--- src/ipc_pkg.sv ---
// Constants, types and helpers for the interrupt pending-clear block.
// Assumes one clock, one bus master port and a fixed two-processor build.

package ipc_pkg;

  // ****************************************************************
  // Build shape
  // ****************************************************************
  localparam int NCPU        = 2;
  localparam int CPU_W       = 1;
  localparam int LINE_GROUPS = 2;
  localparam int NSLOT       = NCPU * 32 + (LINE_GROUPS - 1) * 32;
  localparam int NUM_SGI     = 16;
  localparam int LOCK_FIRST  = 32;
  localparam int LOCK_COUNT  = 32;
  localparam logic        SEC_EXT   = 1'b1;
  localparam logic [63:0] IMPL_MASK = 64'h0fff_ffff_ffff_ffff;

  // ****************************************************************
  // Register map (byte offsets) and fields
  // ****************************************************************
  localparam logic [11:0] OFS_TYPE  = 12'h004;
  localparam logic [11:0] OFS_GROUP = 12'h080;
  localparam logic [11:0] OFS_SET   = 12'h200;
  localparam logic [11:0] OFS_CLR   = 12'h280;
  localparam logic [11:0] OFS_CFG   = 12'hc00;
  localparam logic [4:0]  TYPE_LINE_GROUPS = 5'h01;
  localparam logic [2:0]  TYPE_CPUS        = 3'h1;
  localparam int TYPE_LINES_LSB = 0;
  localparam int TYPE_CPU_LSB   = 5;
  localparam int TYPE_SEC_BIT   = 10;
  localparam logic RST_EDGE  = 1'b0;
  localparam logic RST_GROUP = 1'b0;

  typedef logic [31:0]      ipc_word_t;
  typedef logic [NSLOT-1:0] ipc_slot_t;

  // Gathers the 32 slot bits that one register word shows to one cpu
  function automatic ipc_word_t ipc_pick(input ipc_slot_t v,
                                         input logic [4:0] m,
                                         input logic [CPU_W-1:0] cpu);
    if (m == 5'h00) begin
      return v[int'(cpu) * 32 +: 32];
    end
    return v[NCPU * 32 + (int'(m) - 1) * 32 +: 32];
  endfunction

endpackage

--- src/ipc_bus_if.sv ---
// Decoded register access passed from the bus front end to the registers.
// Assumes widx, ns and cpu stand for the whole data phase.
`timescale 1ns/1ps
`default_nettype none

interface ipc_bus_if;
  import ipc_pkg::*;
  logic             wr;
  logic             ns;
  logic [CPU_W-1:0] cpu;
  logic [9:0]       widx;
  ipc_word_t        wdata;
  ipc_word_t        rdata;
  modport front (output wr, ns, cpu, widx, wdata, input rdata);
  modport regs  (input wr, ns, cpu, widx, wdata, output rdata);
endinterface

`default_nettype wire

--- src/ipc_ahb_front.sv ---
// AHB-Lite slave front end: word writes with no wait, reads with one wait.
// Assumes whole-word single transfers; the response is always OKAY.
`timescale 1ns/1ps
`default_nettype none

module ipc_ahb_front
  import ipc_pkg::*;
(
  input  wire logic             clk,
  input  wire logic             rst_n,
  input  wire logic             hsel,
  input  wire logic [31:0]      haddr,
  input  wire logic [1:0]       htrans,
  input  wire logic             hwrite,
  input  wire logic [31:0]      hwdata,
  input  wire logic             hready,
  input  wire logic             hnonsec,
  input  wire logic [CPU_W-1:0] hmaster,
  output logic                  hreadyout,
  output ipc_word_t             hrdata,
  output logic                  hresp,
  ipc_bus_if.front              bus
);

  logic             ph_wr;
  logic             ph_rd;
  logic             ns_q;
  logic [CPU_W-1:0] cpu_q;
  logic [9:0]       widx_q;

  wire logic take = hsel & hready & htrans[1];

  always_ff @(posedge clk or negedge rst_n) begin
    if (!rst_n) begin
      ph_wr  <= 1'b0;
      ph_rd  <= 1'b0;
      ns_q   <= 1'b0;
      cpu_q  <= '0;
      widx_q <= 10'h000;
      hrdata <= 32'h0000_0000;
    end else begin
      ph_wr <= take & hwrite;
      ph_rd <= take & ~hwrite;
      if (take) begin
        ns_q   <= hnonsec;
        cpu_q  <= hmaster;
        widx_q <= haddr[11:2];
      end
      if (ph_rd) begin
        hrdata <= bus.rdata;
      end
    end
  end

  // Read holds the bus one cycle so the read word comes from a flop
  assign hreadyout = ~ph_rd;
  assign hresp     = 1'b0;
  assign bus.wr    = ph_wr;
  assign bus.ns    = ns_q;
  assign bus.cpu   = cpu_q;
  assign bus.widx  = widx_q;
  assign bus.wdata = hwdata;

endmodule

`default_nettype wire

--- src/ipc_pend_cell.sv ---
// Pending state of one interrupt for edge or level triggering.
// Assumes the line is synchronous and active high; set wins over clear.
`timescale 1ns/1ps
`default_nettype none

module ipc_pend_cell (
  input  wire logic clk,
  input  wire logic rst_n,
  input  wire logic edge_mode,
  input  wire logic line,
  input  wire logic sw_set,
  input  wire logic sw_clr,
  input  wire logic ack,
  output logic      pend
);

  logic line_q;
  logic latch;

  wire logic rise       = edge_mode & line & ~line_q;
  wire logic next_latch = (rise | sw_set) ? 1'b1 :
                          (sw_clr | ack)  ? 1'b0 :
                          latch;

  always_ff @(posedge clk or negedge rst_n) begin
    if (!rst_n) begin
      line_q <= 1'b0;
      latch  <= 1'b0;
    end else begin
      line_q <= line;
      latch  <= next_latch;
    end
  end

  // Level mode ORs in the raw line, so a clear cannot hide it
  assign pend = latch | (~edge_mode & line);

endmodule

`default_nettype wire

--- src/ipc_pending_clear.sv ---
// Top of the pending-clear block: register file and per-interrupt cells.
// Assumes AHB-Lite with HMASTER naming the processor and HNONSEC security.
//
// Register access over AHB-Lite is this design's own decision.
`timescale 1ns/1ps
`default_nettype none

module ipc_pending_clear
  import ipc_pkg::*;
(
  input  wire logic             CORE_CLK,
  input  wire logic             RESETN,
  input  wire logic             HSEL,
  input  wire logic [31:0]      HADDR,
  input  wire logic [1:0]       HTRANS,
  input  wire logic             HWRITE,
  input  wire logic [2:0]       HSIZE,
  input  wire logic [31:0]      HWDATA,
  input  wire logic             HREADY,
  input  wire logic             HNONSEC,
  input  wire logic [CPU_W-1:0] HMASTER,
  output logic                  HREADYOUT,
  output ipc_pkg::ipc_word_t    HRDATA,
  output logic                  HRESP,
  input  wire ipc_pkg::ipc_slot_t IRQ_LINE,
  input  wire ipc_pkg::ipc_slot_t IRQ_ACK,
  input  wire logic             CFG_LOCKDOWN,
  output ipc_pkg::ipc_slot_t    IRQ_PENDING
);
  import ipc_pkg::*;

  // ****************************************************************
  // Bus front end
  // ****************************************************************
  ipc_bus_if bus ();

  ipc_ahb_front u_front (
    .clk       (CORE_CLK),
    .rst_n     (RESETN),
    .hsel      (HSEL),
    .haddr     (HADDR),
    .htrans    (HTRANS),
    .hwrite    (HWRITE),
    .hwdata    (HWDATA),
    .hready    (HREADY),
    .hnonsec   (HNONSEC),
    .hmaster   (HMASTER),
    .hreadyout (HREADYOUT),
    .hrdata    (HRDATA),
    .hresp     (HRESP),
    .bus       (bus.front)
  );

  // ****************************************************************
  // Address decode
  // ****************************************************************
  // Each array starts on a 32-word boundary; index is the low 5 bits
  wire logic [4:0] reg_m  = bus.widx[4:0];
  wire logic       m_ok   = reg_m < 5'(LINE_GROUPS);
  wire logic       in_set = (bus.widx[9:5] == OFS_SET[11:7]) & m_ok;
  wire logic       in_clr = (bus.widx[9:5] == OFS_CLR[11:7]) & m_ok;
  wire logic       in_grp = (bus.widx[9:5] == OFS_GROUP[11:7]) & m_ok;
  wire logic       in_cfg = (bus.widx[9:5] == OFS_CFG[11:7]) & m_ok;
  wire logic       in_typ = (bus.widx == OFS_TYPE[11:2]);
  wire logic       ns_eff = SEC_EXT & bus.ns;

  ipc_slot_t sel;
  ipc_slot_t wbit;
  ipc_slot_t ok;
  ipc_slot_t impl_s;
  ipc_slot_t sgi_s;
  ipc_slot_t grp_ns;
  ipc_slot_t cfg_edge;
  ipc_slot_t pend;

  // ****************************************************************
  // Per-interrupt slots
  // ****************************************************************
  for (genvar s = 0; s < NSLOT; s++) begin : g_slot
    localparam int ID    = (s < NCPU * 32) ? s % 32 : s - (NCPU - 1) * 32;
    localparam int OWNER = s / 32;
    localparam logic LOCKABLE = (ID >= LOCK_FIRST)
                              && (ID < LOCK_FIRST + LOCK_COUNT);

    // Banked slots answer only their own processor
    assign sel[s]    = (reg_m == 5'(ID / 32))
                     & ((ID >= 32) | (bus.cpu == CPU_W'(OWNER)));
    assign wbit[s]   = bus.wdata[ID % 32];
    assign impl_s[s] = IMPL_MASK[ID];
    assign sgi_s[s]  = (ID < NUM_SGI);

    wire logic locked = CFG_LOCKDOWN & LOCKABLE & ~grp_ns[s];
    wire logic hidden = ns_eff & ~grp_ns[s];
    assign ok[s] = impl_s[s] & ~locked & ~hidden;

    wire logic wr_hit = bus.wr & sel[s] & wbit[s] & ok[s];
    wire logic set_p  = wr_hit & in_set & ~sgi_s[s];
    wire logic clr_p  = wr_hit & in_clr & ~sgi_s[s];

    always_ff @(posedge CORE_CLK or negedge RESETN) begin
      if (!RESETN) begin
        cfg_edge[s] <= RST_EDGE;
        grp_ns[s]   <= RST_GROUP;
      end else begin
        if (bus.wr & in_cfg & sel[s] & ok[s] & ~sgi_s[s]) begin
          cfg_edge[s] <= wbit[s];
        end
        if (bus.wr & in_grp & sel[s] & impl_s[s] & ~ns_eff & ~locked) begin
          grp_ns[s] <= wbit[s];
        end
      end
    end

    // Software-generated slots are always edge: the line is the set pulse
    ipc_pend_cell u_cell (
      .clk       (CORE_CLK),
      .rst_n     (RESETN),
      .edge_mode (sgi_s[s] | cfg_edge[s]),
      .line      (IRQ_LINE[s]),
      .sw_set    (set_p),
      .sw_clr    (clr_p),
      .ack       (IRQ_ACK[s]),
      .pend      (pend[s])
    );
  end

  assign IRQ_PENDING = pend;

  // ****************************************************************
  // Read mux
  // ****************************************************************
  wire ipc_word_t vis     = ipc_pick(impl_s, reg_m, bus.cpu)
                          & (ns_eff ? ipc_pick(grp_ns, reg_m, bus.cpu)
                                    : 32'hffff_ffff);
  wire ipc_word_t rd_pend = ipc_pick(pend, reg_m, bus.cpu) & vis;
  wire ipc_word_t rd_cfg  = (ipc_pick(cfg_edge, reg_m, bus.cpu)
                          | ipc_pick(sgi_s, reg_m, bus.cpu)) & vis;
  wire ipc_word_t rd_grp  = ns_eff ? 32'h0000_0000
                          : ipc_pick(grp_ns, reg_m, bus.cpu)
                          & ipc_pick(impl_s, reg_m, bus.cpu);
  wire ipc_word_t rd_typ  = (32'(TYPE_LINE_GROUPS) << TYPE_LINES_LSB)
                          | (32'(TYPE_CPUS) << TYPE_CPU_LSB)
                          | (32'(SEC_EXT) << TYPE_SEC_BIT);

  assign bus.rdata = (in_set | in_clr) ? rd_pend :
                     in_cfg            ? rd_cfg  :
                     in_grp            ? rd_grp  :
                     in_typ            ? rd_typ  :
                     32'h0000_0000;

endmodule

`default_nettype wire

--- config.mk ---
export PLATFORM = sky130hd
export DESIGN_NAME = ipc_pending_clear
export DESIGN_NICKNAME = d
export VERILOG_FILES = /design/src/ipc_pkg.sv /design/src/ipc_bus_if.sv /design/src/ipc_ahb_front.sv /design/src/ipc_pend_cell.sv /design/src/ipc_pending_clear.sv
export SDC_FILE = /design/constraint.sdc
export NUM_CORES = 1
export LEC_CHECK = 0
export BUFFER_PORTS_ARGS = -buffer_cell sky130_fd_sc_hd__clkbuf_2
export CAP_MARGIN = 20
export CORE_UTILIZATION = 45
export CTS_BUF_LIST = sky130_fd_sc_hd__clkbuf_8
export DETAILED_ROUTE_END_ITERATION = 7
export HOLD_SLACK_MARGIN = 0.08
export PLACE_DENSITY_LB_ADDON = 0.3
export SETUP_SLACK_MARGIN = 0.5
export SLEW_MARGIN = 20
export SYNTH_ARGS = -nofsm -noshare
export SYNTH_HDL_FRONTEND = slang
export SYNTH_SLANG_ARGS = --single-unit
export TNS_END_PERCENT = 5
--- constraint.sdc ---
create_clock -name CORE_CLK -period 7.7 [get_ports CORE_CLK]
set_input_delay 0.385 -clock CORE_CLK [delete_from_list [all_inputs] [get_ports CORE_CLK]]
set_output_delay 0.385 -clock CORE_CLK [all_outputs]
set_load 0.03 [all_outputs]
==> flow_metrics.py <==
metrics = {
    "yosys": {
        "syn-num-nets": 1974,
        "avgSynthCellArea_um2": 11.0,
        "synth-edff-count": 0,
        "ys_warn_count": 0,
        "syn_inst": 1701,
        "synth_flop_cell": "dfrtp_1",
        "ys_ff_latch": 382,
        "synth.distinct_cells": 65,
        "syn_area_um2": 18700,
        "ys_seq_area_share_pct": 51.2,
        "synthArstFlopShare_pct": 100,
    },
    "worst_setup_path": {
        "path_cells": "inv_1, ha_1, nor4b_4, mux2_4, buf_4, mux2_2, a221oi_1, o41ai_2",
        "path_delay_family": "multiplexers",
        "start_kind": "flop",
        "crit_arrival_ns": 4.54,
        "rr_worst_depth": 8,
        "critPathBufInv": 2,
        "crit_required_ns": 8.15,
        "crit_slowest_cell": "buf_4",
        "worst-path-stages": 8,
        "cp_max_fo": 70,
        "max_stage_delay_ns": 0.78,
        "crit_type": "flop to flop",
        "crit_path_end_kind": "flop",
    },
    "clocking": {
        "post_cts_buffers": 0,
        "clkLatencyLatePin_ns": 0.61,
        "cts_tree": "yes",
        "clk_pin_slew_ns": 0.06,
        "root_buffer": "clkbuf_8",
        "cts_resized": 0,
        "cts_sinks": 382,
        "cts_made_buffers": 68,
        "clockBufferDepth": 3,
        "htree_levels": 3,
        "ctsHoldBuffers": 197,
    },
    "power": {
        "powerDensity_nw_per_um2": 217,
        "p_leak_nw": 11.1,
        "max-vdd-ir-drop_mv": 0.160,
    },
    "detailed_routing": {
        "final_antenna_net_count": 0,
        "via_per_inst": 5.62,
        "routed-via-count": 15400,
        "drc": 0,
        "wl_um": 58900,
        "drtIter0Drc": 1042,
        "routedWlPerCell_um": 21.5,
        "first_pass_iters": 5,
    },
    "finish": {
        "final_cell_mix": "dfrtp_1 (381), clkbuf_2 (364), dlygate4sd3_1 (197)",
        "final_common_cell": "dfrtp_1",
        "area_growth_pct": 26.1,
        "drive_gt1_share_pct": 28.2,
        "nets": 2432,
        "filler_cell_count": 3398,
    },
    "timing": {
        "hold_slack_ns": 0.114,
        "slew_headroom_pct": 25.7,
        "finalSetupViolations": 0,
        "tns_ns": 0,
        "period_needed_ns": 4.09,
        "rsz0062_at_grt": "false",
        "fmax_mhz": 245,
        "skew_ns": 0.0246,
        "tightestPinTransition_ns": 1.11,
        "timing_hold_violations_final": 0,
        "fin_ws_ns": 3.61,
        "period_share_pct": 53.1,
        "slew_violations": 0,
    },
    "floorplanning": {
        "rows": 74,
        "core_um2": 40800,
        "die_h_um": 206,
        "fp.dieW_um": 206,
        "dieArea_um2": 42300,
        "io_pins": 399,
        "start_util_pct": 45.7,
    },
    "global_routing": {
        "track_usage_pct": 28.0,
        "use_met3_pct": 4.80,
        "grt_max_degree": 181,
        "grt_overflow": 0,
        "grt_pass1_wl_um": 90300,
        "grt.busiest_layer": "met2",
        "grtUsageMet2_pct": 45.6,
        "grt_pass1_vias": 16000,
        "grt_use_met1_pct": 37.1,
        "grt_antenna_before_repair": 4,
    },
    "place": {
        "post-dp-hpwl_um": 37000,
        "place_congestion": 0.842,
        "post-place-ws_ns": 3.69,
        "port_buffers": 365,
    },
    "run": {
        "drv_cap": 0,
    },
    "hold_path": {
        "hp-class": "primary input to flop",
        "hold_depth": 4,
    },
    "run_status": {
        "outcome": "complete, no violations",
    },
}
[cell usage after synthesis, drive strengths merged (19+ instances only)]
library cell | n | area share, %
a21o | 69 | 2.8
a21oi | 62 | 1.7
a221oi | 49 | 2.3
buf | 134 | 5.1
clkbuf | 57 | 1.2
dfrtp | 382 | 51
inv | 153 | 3.1
mux2 | 174 | 11
mux2i | 19 | 1.0
nand2 | 59 | 1.2
nand2b | 23 | 0.77
nand3 | 26 | 0.70
nand3b | 71 | 2.9
nand4 | 20 | 0.67
nor2 | 28 | 0.58
nor2b | 43 | 1.4
o211ai | 65 | 2.6
o21ai | 108 | 2.9
o22a | 28 | 1.3
o22ai | 32 | 1.1
[final timing paths]
path | from | end | slack (ns)
min | IRQ_ACK[69] | g_slot[69].u_cell.latch$_DFFE_PN0P_ | 0.11
max | u_front.bus.widx[0]$_DFFE_PN0P_ | u_front.hrdata[22]$_DFFE_PN0P_ | 3.61
max in group asynchronous | RESETN | u_front.bus.ns$_DFFE_PN0P_ | 5.79
min reg2reg | g_slot[9].u_cell.line_q$_DFF_PN0_ | g_slot[9].u_cell.latch$_DFFE_PN0P_ | 0.43
min in group asynchronous | RESETN | g_slot[33].u_cell.latch$_DFFE_PN0P_ | 0.35
max reg2reg | u_front.bus.widx[0]$_DFFE_PN0P_ | u_front.hrdata[22]$_DFFE_PN0P_ | 3.61
[routing by layer]
| layer | routed length (um) | share of wire [%] |
|---|---|---|
| met1 | 25200 | 43 |
| met2 | 28400 | 48 |
| met3 | 3650 | 6.2 |
| met4 | 1660 | 2.8 |
| met5 | 13 | 0.022 |
[registers in the layout, indices dropped and copies added (netlist names)]
signal,count
g_slot.u_cell.latch,92
g_slot.u_cell.line_q,92
grp_ns,92
cfg_edge,60
u_front.hrdata,32
u_front.bus.widx,10
u_front.bus.cpu,1
u_front.bus.ns,1
u_front.bus.wr,1
u_front.ph_rd,1
[tightest hold or removal path, stage by stage]
cell and delay, ns:
clkbuf_2 0.09, nor2b_1 0.04, o21ai_0 0.06, o211ai_1 0.09
[metrics by stage]
stage,power (W),instances,utilization (%),area [um^2]
3_3_place_gp,0.00319,2423,49.5,20200
3_5_place_dp,0.00321,2423,49.5,20200
4_1_cts,0.00513,2738,57.5,23500
2_1_floorplan,0.00290,1701,-,18700
6_report,0.00511,2742,57.6,23500
5_1_grt,0.00532,2741,57.6,23500
[report_power, final]
| part | internal (W) | total, W | switching (W) |
|---|---|---|---|
| Clock | 0.000997 | 0.00183 | 0.000838 |
| Sequential | 0.00211 | 0.00220 | 0.0000824 |
| Combinational | 0.000395 | 0.00108 | 0.000689 |
| Total | 0.00350 | 0.00511 | 0.00161 |
[cell families after synthesis]
logic type               Yosys count  share of synthesized area [%]
flip-flops                       382                           51.2
buffers and inverters            344                           9.30
multiplexers                     193                           11.5
AND/OR/NAND/NOR                  295                           9.30
adder cells (fa/ha/maj)            4                          0.268
other                              1                         0.0201
AO/OA/AOI/OAI                    479                           18.1
XOR/XNOR                           3                          0.282
[layout make-up]
type                    count  area, um^2  area share (%)
clock inverters            32         129           0.548
multi-input cells         975        7440            31.6
diodes                      3        7.51          0.0319
clock buffers              86        1180            5.03
flip-flops and latches    382        9560            40.6
well taps                 532         666            2.83
repair buffers            579        3970            16.9
inverters                 153         574            2.44
No activity file was read; power rests on OpenSTA's default activity.
